[config.mk]
export PLATFORM = sky130hd
export DESIGN_NAME = tt_timer
export DESIGN_NICKNAME = d
export VERILOG_FILES = /design/src/tt_pkg.sv /design/src/tt_axil.sv /design/src/tt_timer.sv
export SDC_FILE = /design/constraint.sdc
export NUM_CORES = 1
export LEC_CHECK = 0
export ABC_AREA = 1
export BUFFER_PORTS_ARGS = -buffer_cell sky130_fd_sc_hd__buf_2
export CORE_ASPECT_RATIO = 0.7
export CORE_MARGIN = 4
export CORE_UTILIZATION = 51
export CTS_BUF_LIST = sky130_fd_sc_hd__clkbuf_2 sky130_fd_sc_hd__clkbuf_4 sky130_fd_sc_hd__clkbuf_8
export CTS_CLUSTER_SIZE = 30
export DETAILED_ROUTE_END_ITERATION = 6
export PLACE_DENSITY = 0.78
export SYNTH_ARGS = -nofsm -noshare
export SYNTH_HDL_FRONTEND = slang
export SYNTH_SLANG_ARGS = --single-unit
[constraint.sdc]
create_clock -name aclk -period 1.4 [get_ports aclk]
set_input_delay 0 -clock aclk [delete_from_list [all_inputs] [get_ports aclk]]
set_output_delay 0 -clock aclk [all_outputs]
set_load 0.02 [all_outputs]
[src/tt_pkg.sv]
package tt_pkg;
  localparam int ADDR_W = 12;
  // register indexes; byte address is four times the index
  localparam logic [7:0] IDX_INTCTL  = 8'h0b;
  localparam logic [7:0] IDX_FLAGS   = 8'h0c;
  localparam logic [7:0] IDX_COUNT   = 8'h11;
  localparam logic [7:0] IDX_CTRL    = 8'h12;
  localparam logic [7:0] IDX_ENABLES = 8'h8c;
  localparam logic [7:0] IDX_PERIOD  = 8'h92;
  localparam logic [7:0] RST_ZERO    = 8'h00;
  localparam logic [7:0] RST_PERIOD  = 8'hff;
  localparam logic [7:0] CTRL_MASK   = 8'h7f;
  localparam int BIT_GIE   = 7;
  localparam int BIT_PEIE  = 6;
  localparam int BIT_TFLAG = 1;
  localparam int CTL_RUN   = 2;
  localparam int CTL_POST  = 3;
  localparam int CTL_PRE   = 0;
  localparam logic [1:0] QDIV_LAST = 2'h3;
  localparam logic [3:0] PRE_LAST1  = 4'h0;
  localparam logic [3:0] PRE_LAST4  = 4'h3;
  localparam logic [3:0] PRE_LAST16 = 4'hf;
  localparam logic [1:0] RESP_OKAY   = 2'h0;
  localparam logic [1:0] RESP_SLVERR = 2'h2;

  typedef struct packed {
    logic       en;
    logic [7:0] idx;
    logic [7:0] data;
  } tt_wr_type;

  function automatic logic [7:0] to_idx(input logic [ADDR_W-1:0] a);
    return a[9:2];
  endfunction

  function automatic logic hit(input logic [ADDR_W-1:0] a);
    logic [7:0] i;
    i = a[9:2];
    if (a[1:0] != 2'h0 || a[ADDR_W-1:10] != '0)
      return 1'b0;
    return i == IDX_INTCTL || i == IDX_FLAGS || i == IDX_COUNT ||
           i == IDX_CTRL || i == IDX_ENABLES || i == IDX_PERIOD;
  endfunction
endpackage

[src/tt_axil.sv]
`timescale 1ns/10ps
module tt_axil
(
  input  wire logic                      aclk,     // clock
  input  wire logic                      aresetn,  // sync reset, low
  input  wire logic                      ce,       // clock enable
  input  wire logic [tt_pkg::ADDR_W-1:0] awaddr,   // write address
  input  wire logic                      awvalid,  // write address valid
  output logic                           awready,  // write address ready
  input  wire logic [31:0]               wdata,    // write data
  input  wire logic [3:0]                wstrb,    // byte strobes
  input  wire logic                      wvalid,   // write data valid
  output logic                           wready,   // write data ready
  output logic [1:0]                     bresp,    // write response
  output logic                           bvalid,   // response valid
  input  wire logic                      bready,   // response ready
  input  wire logic [tt_pkg::ADDR_W-1:0] araddr,   // read address
  input  wire logic                      arvalid,  // read address valid
  output logic                           arready,  // read address ready
  output logic [31:0]                    rdata,    // read data
  output logic [1:0]                     rresp,    // read response
  output logic                           rvalid,   // read valid
  input  wire logic                      rready,   // read ready
  output tt_pkg::tt_wr_type              wr,       // register write pulse
  output logic [tt_pkg::ADDR_W-1:0]      rd_addr,  // read address to core
  input  wire logic [7:0]                rd_data   // read data from core
);
  logic                      aw_held;
  logic                      w_held;
  logic [tt_pkg::ADDR_W-1:0] aw_addr;
  logic [7:0]                w_byte;
  logic                      w_lane;

  assign rd_addr = araddr;

  always_ff @(posedge aclk)
  begin
    if (!aresetn)
    begin
      aw_held <= 1'b0;
      w_held  <= 1'b0;
      aw_addr <= '0;
      w_byte  <= 8'h00;
      w_lane  <= 1'b0;
      awready <= 1'b1;
      wready  <= 1'b1;
      bvalid  <= 1'b0;
      bresp   <= tt_pkg::RESP_OKAY;
      wr      <= '0;
    end
    else if (ce)
    begin
      wr.en <= 1'b0;
      if (awvalid && awready)
      begin
        aw_held <= 1'b1;
        aw_addr <= awaddr;
        awready <= 1'b0;
      end
      if (wvalid && wready)
      begin
        w_held <= 1'b1;
        w_byte <= wdata[7:0];
        w_lane <= wstrb[0];
        wready <= 1'b0;
      end
      if (aw_held && w_held && !bvalid)
      begin
        wr.en   <= tt_pkg::hit(aw_addr) && w_lane;
        wr.idx  <= tt_pkg::to_idx(aw_addr);
        wr.data <= w_byte;
        bresp   <= tt_pkg::hit(aw_addr) ? tt_pkg::RESP_OKAY
                                        : tt_pkg::RESP_SLVERR;
        bvalid  <= 1'b1;
        aw_held <= 1'b0;
        w_held  <= 1'b0;
      end
      if (bvalid && bready)
      begin
        bvalid  <= 1'b0;
        awready <= 1'b1;
        wready  <= 1'b1;
      end
    end
  end

  always_ff @(posedge aclk)
  begin
    if (!aresetn)
    begin
      arready <= 1'b1;
      rvalid  <= 1'b0;
      rdata   <= 32'h0000_0000;
      rresp   <= tt_pkg::RESP_OKAY;
    end
    else if (ce)
    begin
      if (arvalid && arready)
      begin
        arready <= 1'b0;
        rvalid  <= 1'b1;
        rdata   <= {24'h000000, rd_data};
        rresp   <= tt_pkg::hit(araddr) ? tt_pkg::RESP_OKAY
                                       : tt_pkg::RESP_SLVERR;
      end
      else if (rvalid && rready)
      begin
        rvalid  <= 1'b0;
        arready <= 1'b1;
      end
    end
  end
endmodule

[src/tt_timer.sv]
// Overview of operation
// - prescale quarter clock by 1, 4, 16
// - count up, wrap to zero after period
// - period register read/write, resets to ones
// - counter read/write, reset clears it
// - matches pass four-bit postscaler, set flag
// - postscale ratio is select value plus one
// - run bit starts, clear stops counting
// - counter write, control write, reset clear scalers
// - control write keeps counter value
// - raw match pulse exported to serial port
// - counter exported as pwm time base
// - flag latched until software clears it
`timescale 1ns/10ps
module tt_timer
(
  input  wire logic                      aclk,         // oscillator clock
  input  wire logic                      aresetn,      // sync reset, low
  input  wire logic                      ce,           // clock enable
  input  wire logic [tt_pkg::ADDR_W-1:0] awaddr,       // write address
  input  wire logic                      awvalid,      // write addr valid
  output logic                           awready,      // write addr ready
  input  wire logic [31:0]               wdata,        // write data
  input  wire logic [3:0]                wstrb,        // byte strobes
  input  wire logic                      wvalid,       // write data valid
  output logic                           wready,       // write data ready
  output logic [1:0]                     bresp,        // write response
  output logic                           bvalid,       // response valid
  input  wire logic                      bready,       // response ready
  input  wire logic [tt_pkg::ADDR_W-1:0] araddr,       // read address
  input  wire logic                      arvalid,      // read addr valid
  output logic                           arready,      // read addr ready
  output logic [31:0]                    rdata,        // read data
  output logic [1:0]                     rresp,        // read response
  output logic                           rvalid,       // read valid
  input  wire logic                      rready,       // read ready
  output logic                           period_match, // match pulse
  output logic [7:0]                     pwm_timebase, // counter value
  output logic                           irq           // interrupt
);
  tt_pkg::tt_wr_type         wr;
  logic [tt_pkg::ADDR_W-1:0] rd_addr;
  logic [7:0]                rd_data;

  logic [7:0] interrupt_control;
  logic [7:0] peripheral_irq_flags;
  logic [7:0] peripheral_irq_enables;
  logic [7:0] tick_counter;
  logic [7:0] tick_timer_control;
  logic [7:0] period_compare;
  logic [1:0] qphase;
  logic [3:0] pre_cnt;
  logic [3:0] post_cnt;

  logic       tick_run;
  logic [1:0] prescale_select;
  logic [3:0] postscale_select;
  logic       wr_count;
  logic       wr_ctrl;
  logic       scaler_clr;
  logic       q_tick;
  logic       pre_tick;
  logic       match;
  logic       post_done;

  tt_axil u_axil
  (
    .aclk    (aclk),
    .aresetn (aresetn),
    .ce      (ce),
    .awaddr  (awaddr),
    .awvalid (awvalid),
    .awready (awready),
    .wdata   (wdata),
    .wstrb   (wstrb),
    .wvalid  (wvalid),
    .wready  (wready),
    .bresp   (bresp),
    .bvalid  (bvalid),
    .bready  (bready),
    .araddr  (araddr),
    .arvalid (arvalid),
    .arready (arready),
    .rdata   (rdata),
    .rresp   (rresp),
    .rvalid  (rvalid),
    .rready  (rready),
    .wr      (wr),
    .rd_addr (rd_addr),
    .rd_data (rd_data)
  );

  function automatic logic [3:0] pre_last(input logic [1:0] sel);
    case (sel)
      2'h0:    return tt_pkg::PRE_LAST1;
      2'h1:    return tt_pkg::PRE_LAST4;
      default: return tt_pkg::PRE_LAST16;
    endcase
  endfunction

  function automatic logic wr_to(input tt_pkg::tt_wr_type w,
                                 input logic [7:0] idx);
    return w.en && w.idx == idx;
  endfunction

  // ----------------------------------------------------------------
  // decoding and ticks
  // ----------------------------------------------------------------
  assign tick_run         = tick_timer_control[tt_pkg::CTL_RUN];
  assign prescale_select  = tick_timer_control[tt_pkg::CTL_PRE +: 2];
  assign postscale_select = tick_timer_control[tt_pkg::CTL_POST +: 4];
  assign wr_count   = wr_to(wr, tt_pkg::IDX_COUNT);
  assign wr_ctrl    = wr_to(wr, tt_pkg::IDX_CTRL);
  assign scaler_clr = wr_count || wr_ctrl;
  assign q_tick     = tick_run && qphase == tt_pkg::QDIV_LAST;
  assign pre_tick   = q_tick && !scaler_clr &&
                      pre_cnt == pre_last(prescale_select);
  assign match      = pre_tick && !wr_count &&
                      tick_counter == period_compare;
  assign post_done  = match && post_cnt == postscale_select;

  always_comb
  begin
    case (tt_pkg::to_idx(rd_addr))
      tt_pkg::IDX_INTCTL:  rd_data = interrupt_control;
      tt_pkg::IDX_FLAGS:   rd_data = peripheral_irq_flags;
      tt_pkg::IDX_COUNT:   rd_data = tick_counter;
      tt_pkg::IDX_CTRL:    rd_data = tick_timer_control;
      tt_pkg::IDX_ENABLES: rd_data = peripheral_irq_enables;
      tt_pkg::IDX_PERIOD:  rd_data = period_compare;
      default:             rd_data = tt_pkg::RST_ZERO;
    endcase
    if (!tt_pkg::hit(rd_addr))
      rd_data = tt_pkg::RST_ZERO;
  end

  // ----------------------------------------------------------------
  // quarter clock and prescaler
  // ----------------------------------------------------------------
  always_ff @(posedge aclk)
  begin
    if (!aresetn)
      qphase <= 2'h0;
    else if (ce)
    begin
      if (scaler_clr)
        qphase <= 2'h0;
      else if (tick_run)
        qphase <= qphase + 2'h1;
    end
  end

  always_ff @(posedge aclk)
  begin
    if (!aresetn)
      pre_cnt <= 4'h0;
    else if (ce)
    begin
      if (scaler_clr)
        pre_cnt <= 4'h0;
      else if (pre_tick)
        pre_cnt <= 4'h0;
      else if (q_tick)
        pre_cnt <= pre_cnt + 4'h1;
    end
  end

  // ----------------------------------------------------------------
  // counter and period
  // ----------------------------------------------------------------
  always_ff @(posedge aclk)
  begin
    if (!aresetn)
      tick_counter <= tt_pkg::RST_ZERO;
    else if (ce)
    begin
      if (wr_count)
        tick_counter <= wr.data;
      else if (match)
        tick_counter <= tt_pkg::RST_ZERO;
      else if (pre_tick)
        tick_counter <= tick_counter + 8'h01;
    end
  end

  always_ff @(posedge aclk)
  begin
    if (!aresetn)
      period_compare <= tt_pkg::RST_PERIOD;
    else if (ce && wr_to(wr, tt_pkg::IDX_PERIOD))
      period_compare <= wr.data;
  end

  always_ff @(posedge aclk)
  begin
    if (!aresetn)
      tick_timer_control <= tt_pkg::RST_ZERO;
    else if (ce && wr_ctrl)
      tick_timer_control <= wr.data & tt_pkg::CTRL_MASK;
  end

  // ----------------------------------------------------------------
  // postscaler and flags
  // ----------------------------------------------------------------
  always_ff @(posedge aclk)
  begin
    if (!aresetn)
      post_cnt <= 4'h0;
    else if (ce)
    begin
      if (scaler_clr)
        post_cnt <= 4'h0;
      else if (post_done)
        post_cnt <= 4'h0;
      else if (match)
        post_cnt <= post_cnt + 4'h1;
    end
  end

  always_ff @(posedge aclk)
  begin
    if (!aresetn)
      peripheral_irq_flags <= tt_pkg::RST_ZERO;
    else if (ce)
    begin
      if (wr_to(wr, tt_pkg::IDX_FLAGS))
        peripheral_irq_flags <= wr.data;
      if (post_done)
        peripheral_irq_flags[tt_pkg::BIT_TFLAG] <= 1'b1;
    end
  end

  always_ff @(posedge aclk)
  begin
    if (!aresetn)
    begin
      interrupt_control      <= tt_pkg::RST_ZERO;
      peripheral_irq_enables <= tt_pkg::RST_ZERO;
    end
    else if (ce)
    begin
      if (wr_to(wr, tt_pkg::IDX_INTCTL))
        interrupt_control <= wr.data;
      if (wr_to(wr, tt_pkg::IDX_ENABLES))
        peripheral_irq_enables <= wr.data;
    end
  end

  // ----------------------------------------------------------------
  // outputs
  // ----------------------------------------------------------------
  always_ff @(posedge aclk)
  begin
    if (!aresetn)
    begin
      period_match <= 1'b0;
      pwm_timebase <= tt_pkg::RST_ZERO;
      irq          <= 1'b0;
    end
    else if (ce)
    begin
      period_match <= match;
      pwm_timebase <= tick_counter;
      irq <= interrupt_control[tt_pkg::BIT_GIE] &&
             interrupt_control[tt_pkg::BIT_PEIE] &&
             peripheral_irq_flags[tt_pkg::BIT_TFLAG] &&
             peripheral_irq_enables[tt_pkg::BIT_TFLAG];
    end
  end
endmodule

==> out/metrics.cfg, run 1 <==
[status]
outcome=complete, but fails checks
violations=setup timing

[die]
ios=119
die_w_um=135
rows=32
start_util=0.525
die_area_mm2=0.0132
coreArea_mm2=0.0111
die_h_um=97.2

[global_routing]
antenna_found_initial=0
grt_pass1_wl_um=29900
gr-usage-all-layers=0.284
grt_max_degree=28
grt_pass1_vias=6063
overflow=0

[timing]
fmax_ghz=0.629
hold_ws_ns=0.0500
slew_violations=0
period_share=1.13
clock_skew_ns=0.0111
setup_viol_count_final=47
min_period_ns=1.59
timing.final.hold_violations=0
fin_ws_ns=-0.189
rsz0062_at_grt=true

[critical_path]
rrSetupSlack_ns=-0.19
path_class=reg2reg
worstPathArrival_ns=1.94
reg2reg_from=tick_counter[4]
cp-start-kind=flop
r2r_cells=8
reg2reg_to=tick_counter[7]
crit_path_end_kind=flop
path_max_fanout=4
required_ns=1.75

[route]
vias_per_cell=5.42
topRoutingLayerUsed=met4
initialDrtViolationCount=685
route.met3.wl_um=1800
wl_um=19300
routedWlPerCell_um=16.5
dr.pass1.iters=5
routedLengthMet1_um=7950
num_vias=6346
dr_wl_met2_um=9180
ant_nets=0
drcViolationCount=0

[logic_synthesis]
yosys_register_bits=122
synth_flop_cell=dfxtp_1
synth_area_mm2=0.00580
synth_top_area_cell=dfxtp_1
synth_edf_count=0
synthesis.instances=810
yosysWarnings=0
synthArstFlopShare=0
synth.distinct_cells=39
avgSynthCellArea_um2=7.16
seq_area_frac_synth=0.421
synth.area.top_cells=dfxtp_1 42%, nand2_1 11%, o21ai_0 7.1%, a21oi_1 6.8%, inv_1 6.2%
synth_top_cell_area_share=0.421

[finish]
nets=1077
num_antenna_cells=0
syn2layout_area_growth_pct=42.7
n_fill_cell=774
layout_common_cells=134 x nand2_1, 93 x dfxtp_1, 86 x buf_4, 80 x inv_1
drive_gt1_frac=0.371
mostFrequentLayoutCell=nand2_1

[clocking]
clkLatencyLatePin_ns=0.46
clk_path_buf_depth=2
path_clk_slew_ns=0.08
tritoncts=built
cts.sink_count=122
ctsHtreeMaxLevel=4
cts_made_buffers=17
cts_root_buf=clkbuf_8

[hold_path]
hp-class=in2reg
min_path_cells=5
min_to=u_axil.arready
min_from=ce

[power_and_ir_drop]
cellLeakagePower_nw=3.67
ir_worst_vdd_v=0.000769
p_per_area_mw_per_mm2=850

[placement]
dp_slack_ns=-0.172
dp_hpwl_um=11200
gp_congestion=0.876
port_buffers=65

[job]
maxCapViolCount=0

-- routing by layer --
metal	track usage	up-vias
met3	0.0756	50
met5	0	-
met2	0.455	337
met1	0.377	2960
met4	0.0837	0
li1	-	2999
-- worst max path at each step --
stage | start | endpoint | slack (ns) | depth (start not counted)
6_report | tick_counter[4] | tick_counter[7] | -0.19 | 8
3_3_place_gp | tick_counter[6] | tick_counter[7] | -0.14 | 12
2_1_floorplan | tick_counter[6] | tick_counter[0] | 0.02 | 11
4_1_cts | u_axil.wr[11] | peripheral_irq_flags[7] | -0.13 | 8
3_5_place_dp | tick_counter[6] | tick_counter[7] | -0.17 | 12
5_1_grt | u_axil.wr[12] | tick_counter[5] | -0.28 | 11
-- flip-flops by register name, indices dropped and copies added (netlist names), 2 cells and up --
| signal | flops |
|---|---|
| u_axil.wr | 17 |
| u_axil.aw_addr | 12 |
| interrupt_control | 8 |
| period_compare | 8 |
| peripheral_irq_enables | 8 |
| peripheral_irq_flags | 8 |
| pwm_timebase | 8 |
| tick_counter | 8 |
| u_axil.rdata | 8 |
| u_axil.w_byte | 8 |
| tick_timer_control | 7 |
| post_cnt | 4 |
| pre_cnt | 4 |
| qphase | 2 |
-- through the flow --
step | total power, mW | std cells | area [µm²] | util | setup TNS (ns)
2_1_floorplan | 4.02 | 835 | 5900 | - | 0
3_3_place_gp | 4.14 | 1083 | 6760 | 0.612 | -1.83
3_5_place_dp | 4.15 | 1083 | 6760 | 0.612 | -2.90
4_1_cts | 7.01 | 1160 | 7900 | 0.715 | -1.68
5_1_grt | 7.26 | 1170 | 8280 | 0.749 | -7.67
6_report | 7.04 | 1170 | 8280 | 0.749 | -3.67
-- Yosys cell counts, types with 3 or more instances --
cell type    n
dfxtp_1    122
buf_4       28
nor3_1       6
nand2_2      4
ha_1         4
inv_2        5
nand3_1     54
o21ai_0     82
inv_1       96
nand2_1    163
buf_2        4
nor2_1      63
nand4_1      6
a211oi_1     7
nor2_2       3
xor2_1      10
o211ai_1     9
nand3b_1     3
o22ai_1     14
a21oi_1     79
clkbuf_1    21
nor3_2       3
-- kinds of logic after synthesis --
group,count (synthesis),share of synthesized area
AND/OR/NAND/NOR,316,0.243
AO/OA/AOI/OAI,199,0.189
buffers and inverters,156,0.120
flip-flops,122,0.421
XOR/XNOR,12,0.0181
adder cells (fa/ha/maj),4,0.00862
other,1,0.000646
-- critical path: stages (launching register included) --
cell and delay [ns]:
dfxtp_2 0.37, buf_4 0.11, nand2_1 0.14, nor3_2 0.29, nand2_1 0.12, xor2_1 0.18
nor2_1 0.08, nor2_1 0.13, nor2_1 0.06
-- cell type report --
type	count	area, µm²	area share
Timing Repair Buffer	204	1560	0.188
Clock buffer	19	262	0.0316
Multi-Input combinational cell	557	3280	0.396
Sequential cell	122	2500	0.301
Timing Repair inverter	2	15.0	0.00181
Tap cell	153	191	0.0231
Inverter	101	387	0.0467
Clock inverter	12	93.8	0.0113
-- where the power goes --
part	internal [mW]	switching [mW]
sequential	3.53	0.0341
clock	1.32	1.54
combinational	0.231	0.392
total	5.08	1.96
-- timing repair --
item,in CTS,in global routing
hold buffers,34,0
setup buffers,8,10
pin swaps,29,43
gates cloned,4,1
endpoints found under the setup margin,38,61
resized for setup,105,116
hold endpoints to repair,37,0
Power figures use the tool's default switching activity.
==> inputs of run 2 (changes only) <==
TNS_END_PERCENT = 30   (was default)
==> run 2 against run 1 <==
The run still ends with setup timing left. Utilization down 1.4 points. Sequential cell count unchanged. Count of clock-buffer cells in the layout unchanged. Routed wire length down 3.6%. Combinational power down 0.8%. Fmax down 4.4%. Critical path type unchanged. Critical endpoint unchanged. Largest power group unchanged.
==> out/metrics.cfg, run 2 (synthesis gave the netlist of run 1 again) <==
[status]
outcome=complete, but fails checks
violations=setup timing

[clocking]
tritoncts=built
cts.sink_count=122
clk_path_buf_depth=2
ctsHtreeMaxLevel=4
path_clk_slew_ns=0.08
clkLatencyLatePin_ns=0.46
cts_root_buf=clkbuf_8
cts_made_buffers=17

[finish]
largest-register=u_axil.wr
mostFrequentLayoutCell=nand2_1
nets=1072
reg_top3=u_axil.wr (17), u_axil.aw_addr (12)
final_core_util=0.735
drive_gt1_frac=0.344
largest_register_ffs=17
n_fill_cell=781
layout_common_cells=136 x nand2_1, 97 x dfxtp_1, 88 x buf_4, 85 x inv_1, 74 x a21oi_1
num_antenna_cells=0
syn2layout_area_growth_pct=40.0

[critical_path]
path_class=reg2reg
crit_path_end_kind=flop
reg2reg_to=tick_counter[7]
required_ns=1.75
worstPathArrival_ns=2.01
rrSetupSlack_ns=-0.26
path_max_fanout=4
reg2reg_from=tick_counter[0]
r2r_cells=8
cp-start-kind=flop

[global_routing]
antenna_found_initial=0
busiest_layer=met2
grt_pass1_wl_um=29300
use_met3=0.0849
grt_max_degree=28
grt_pass1_vias=5962
overflow=0
grt_util_met2=0.438
gr-usage-all-layers=0.279
grt_util_met1=0.367

[power_and_ir_drop]
switching_share=0.278
power.switching_mw=1.96
clkPwrFrac=0.406
finalPower_mw=7.04
power.internal_mw=5.08
ir_worst_vdd_v=0.000773
p_comb_frac=0.088
cellLeakagePower_nw=3.62
seq_power_share=0.506
p_per_area_mw_per_mm2=866

[timing]
period_share=1.19
slew_violations=0
hold_ws_ns=0.0506
fmax_ghz=0.602
rsz0062_at_grt=true
fin_ws_ns=-0.262
setup_viol_count_final=32
clock_skew_ns=0.0123
finalSetupTns_ns=-2.82
min_period_ns=1.66
timing.final.hold_violations=0

[die]
rows=32
coreArea_mm2=0.0111
ios=119
die_h_um=97.2
die_area_mm2=0.0132
die_w_um=135
start_util=0.525

[placement]
port_buffers=65
dp_hpwl_um=11200
gp_congestion=0.876

[route]
num_vias=6298
wl_um=18600
drcViolationCount=0
dr.pass1.iters=7
ant_nets=0
initialDrtViolationCount=733
routedWlPerCell_um=16.0
vias_per_cell=5.41

[hold_path]
hp-class=in2reg
min_path_cells=5
min_from=ce
min_to=u_axil.arready

[job]
maxCapViolCount=0

[run 2: cell type report]
class	instances	area [µm²]	area share
multi-input combinational	557	3200	0.393
sequential	122	2490	0.306
timing repair buffer	200	1500	0.184
inverter	101	389	0.0479
clock buffer	19	262	0.0322
tap	153	191	0.0236
clock inverter	12	93.8	0.0115
timing repair inverter	1	7.51	0.000924
[run 2: metrics by stage]
stage	setup slack, ns	area [µm²]	instances
6_report	-0.262	8130	1165
2_1_floorplan	0.0166	5900	835
5_1_grt	-0.303	8130	1165
3_3_place_gp	-0.140	6760	1083
4_1_cts	-0.132	7790	1157
3_5_place_dp	-0.172	6760	1083
[run 2: worst max path at each step]
| stage | startpoint | to | slack, ns | cells after the start |
|---|---|---|---|---|
| 2_1_floorplan | tick_counter[6] | tick_counter[0] | 0.02 | 11 |
| 3_3_place_gp | tick_counter[6] | tick_counter[7] | -0.14 | 12 |
| 3_5_place_dp | tick_counter[6] | tick_counter[7] | -0.17 | 12 |
| 4_1_cts | u_axil.wr[11] | peripheral_irq_flags[7] | -0.13 | 8 |
| 5_1_grt | u_axil.wr[11] | tick_counter[5] | -0.30 | 11 |
| 6_report | tick_counter[0] | tick_counter[7] | -0.26 | 8 |
[run 2: what timing repair did]
action | in CTS | in global routing
cloned | 2 | 0
buffers inserted | 7 | 9
hold buffers | 34 | 0
resized for setup | 84 | 111
hold endpoints to repair | 37 | 0
setup endpoints to repair | 38 | 62
pin swaps | 25 | 40
[run 2: routing by layer]
layer | part of all wire | up-vias
li1 | - | 2998
met1 | 0.41 | 2897
met2 | 0.46 | 335
met3 | 0.099 | 68
met4 | 0.026 | 0
met5 | 0 | -
[run 2: power by group through the flow]
stage          Clock, mW  Sequential (mW)  Combinational (mW)
3_3_place_gp           0             3.65               0.490
5_1_grt             3.02             3.57               0.676
3_5_place_dp           0             3.65               0.497
2_1_floorplan          0             3.67               0.343
4_1_cts             2.87             3.57               0.577
6_report            2.86             3.56               0.618
[run 2: critical path, cell delays in order, from the launching register on]
cell     delay, ns
dfxtp_1       0.40
buf_4         0.15
nand3_1       0.08
nor3_1        0.35
nand2_1       0.11
xor2_1        0.19
nor2_1        0.09
nor2_1        0.14
nor2_1        0.06
==> inputs of run 3 (changes only) <==
CORE_UTILIZATION = 52   (was 51)
PLACE_DENSITY = 0.79   (was 0.78)
SYNTH_HIERARCHICAL = 1   (was default)
==> run 3 against run 2 <==
The run ends with DRC, setup timing left. Cell area up 1.7%. Fmax increased by 0.42%. Count of clock-buffer cells in the layout is 3 higher. Utilization grew 0.46 points. Clock power is 25% higher. Register-to-register slack about the same. Sequential share of layout area is 0.40 points lower. Global-route usage up 0.35 points. Largest cell class unchanged.
==> out/metrics.cfg, run 3 <==
[power_and_ir_drop]
p_per_area_mw_per_mm2=940
p_comb_frac=0.083
cellLeakagePower_nw=3.61
power.internal_mw=5.90
ir_worst_vdd_v=0.000747
clkPwrFrac=0.459
power.switching_mw=1.87
seq_power_share=0.458
switching_share=0.241

[global_routing]
grt_pass1_vias=6118
antenna_found_initial=1
grt_max_degree=52
grt_pass1_wl_um=30100
overflow=0
gr-usage-all-layers=0.282

[clocking]
cts.sink_count=122
clkLatencyLatePin_ns=0.45
ctsHtreeMaxLevel=4
clk_path_buf_depth=2
tritoncts=built
cts_root_buf=clkbuf_8
path_clk_slew_ns=0.07
cts_made_buffers=17

[route]
wl_um=21500
ant_nets=0
dr.pass1.iters=7
drcViolationCount=14
routedWlPerCell_um=18.2
num_vias=6803
initialDrtViolationCount=801
vias_per_cell=5.74

[timing]
timing.final.hold_violations=0
min_period_ns=1.66
fmax_ghz=0.604
period_share=1.18
slew_headroom=0.500
setup_viol_count_final=55
slew_violations=0
clock_skew_ns=0.00846
rsz0062_at_grt=true
fin_ws_ns=-0.255
worst_pin_slew_ns=0.749

[hold_path]
min_to=u_axil/aw_addr[10]
hp-class=in2reg
min_path_cells=5
min_from=ce

[status]
violations=DRC, setup timing
outcome=complete, but fails checks

[placement]
dp_slack_ns=-0.176
gp_congestion=0.894
dp_hpwl_um=11600
port_buffers=65
place_inst=1104

[finish]
final_core_util=0.740
num_antenna_cells=0
drive_gt1_frac=0.334
largest-register=u_axil/wr
largest_register_ffs=17
reg_top3=u_axil/wr (17), u_axil/aw_addr (12)
layout_common_cells=137 x nand2_1, 93 x dfxtp_1, 80 x inv_1, 74 x buf_4, 72 x a21oi_1
syn2layout_area_growth_pct=37.4
mostFrequentLayoutCell=nand2_1
final_cells=1185
nets=1093

[logic_synthesis]
synth.area.top_cells=dfxtp_1 41%, nand2_1 10%, a21oi_1 7.1%, o21ai_0 7.0%, inv_1 5.7%
synth_area_mm2=0.00602
synthTopCellsByCount=166 x nand2_1, 122 x dfxtp_1, 92 x inv_1
synthArstFlopShare=0
synth_top_cell_area_share=0.406
synthesis.instances=847
synth_edf_count=0
yosysWarnings=6
synth_most_common_cell=nand2_1
synth_flop_cell=dfxtp_1
avgSynthCellArea_um2=7.11
yosys_register_bits=122
seq_area_frac_synth=0.406
synth.distinct_cells=38
synth_top_area_cell=dfxtp_1

[job]
maxCapViolCount=0

[critical_path]
path_class=reg2reg
cp-start-kind=flop
reg2reg_from=tick_timer_control[1]
path_max_fanout=8
required_ns=1.73
crit_path_end_kind=flop
reg2reg_to=tick_counter[7]
rrSetupSlack_ns=-0.26
r2r_cells=10
worstPathArrival_ns=1.99

[die]
die_h_um=98.0
die_w_um=137
rows=32
ios=119
coreArea_mm2=0.0112
die_area_mm2=0.0134
start_util=0.539

==> run 3: cell types whose count changed after synthesis, sizes merged, moves of 3 or more <==
cell / change
a21oi: +6
buf: +19
clkbuf: -11
inv: -3
nand2: +8
nand4: +4
nor2: +16
nor3: +3
o21ai: +14
o22ai: -12
==> run 3: cell families (layout without fill, tap and decap cells) <==
group | Yosys count | in the layout | share of synthesized area
AOI/OAI and AO/OA | 207 | 207 | 0.190
xor gates and xnor gates | 10 | 10 | 0.0146
and+or+nand+nor | 340 | 340 | 0.247
DFF | 122 | 122 | 0.406
other | 1 | 26 | 0.000623
buffers and inverters | 163 | 323 | 0.133
adders and majority gates | 4 | 4 | 0.00832
==> run 3: critical path: stages (launching register included) <==
cell	delay, ns
dfxtp_4	0.37
nor2_2	0.11
nand2_1	0.10
nand2_2	0.11
nand2_2	0.08
nor2_4	0.12
nand2_2	0.10
a21oi_4	0.30
nand2_2	0.09
a21oi_2	0.13
nor2_1	0.05
==> run 3: layout make-up <==
type / instances / area, µm²
Tap cell: 153 / 191
Clock inverter: 8 / 140
Fill cell: 768 / 2900
Inverter: 100 / 380
Timing Repair Buffer: 193 / 1500
Sequential cell: 122 / 2500
Clock buffer: 22 / 303
Multi-Input combinational cell: 587 / 3260
==> run 3: routing by layer <==
| metal | wire length [µm] | part of all wire | vias to the layer above | GRT usage |
|---|---|---|---|---|
| li1 | - | - | 3075 | - |
| met1 | 8230 | 0.38 | 3102 | 0.370 |
| met2 | 9750 | 0.45 | 487 | 0.442 |
| met3 | 2320 | 0.11 | 137 | 0.0798 |
| met4 | 1230 | 0.057 | 2 | 0.108 |
| met5 | 19 | 0.00088 | - | 0 |
==> run 3: repair_timing <==
action | in CTS | in global routing
gates resized for setup | 48 | 136
endpoints found under the setup margin | 34 | 72
hold endpoints to repair | 28 | 0
setup buffers | 4 | 8
gates cloned | 0 | 2
hold buffers | 37 | 0
pin swaps | 22 | 30
==> run 3: worst max path at each step <==
stage                                from                      end  slack [ns]  cells past startpoint
floorplan                       qphase[0]          tick_counter[3]       0.002                     12
global placement                qphase[1]              post_cnt[3]       -0.11                     10
detailed placement              qphase[1]              post_cnt[3]       -0.18                     10
CTS                             qphase[1]  peripheral_irq_flags[1]       -0.10                      8
global route        tick_timer_control[1]          tick_counter[0]       -0.30                     10
finish              tick_timer_control[1]          tick_counter[7]       -0.26                     10
==> run 3: power groups by stage <==
stage               registers (mW)  clock network (mW)  logic, mW
finish                        3.56                3.57      0.642
global route                  3.57                3.73      0.691
CTS                           3.57                3.54      0.578
detailed placement            3.65                   0      0.496
global placement              3.65                   0      0.490
floorplan                     3.68                   0      0.379
==> run 3: through the flow <==
stage	area, µm²	total power, mW	hold slack (ns)	setup TNS (ns)
floorplan	6110	4.06	0.150	0
global placement	6830	4.14	0.278	-1.44
detailed placement	6830	4.15	0.279	-2.75
CTS	7810	7.69	0.00165	-1.66
global route	8270	7.99	0.0349	-8.45
finish	8270	7.77	0.0392	-5.50
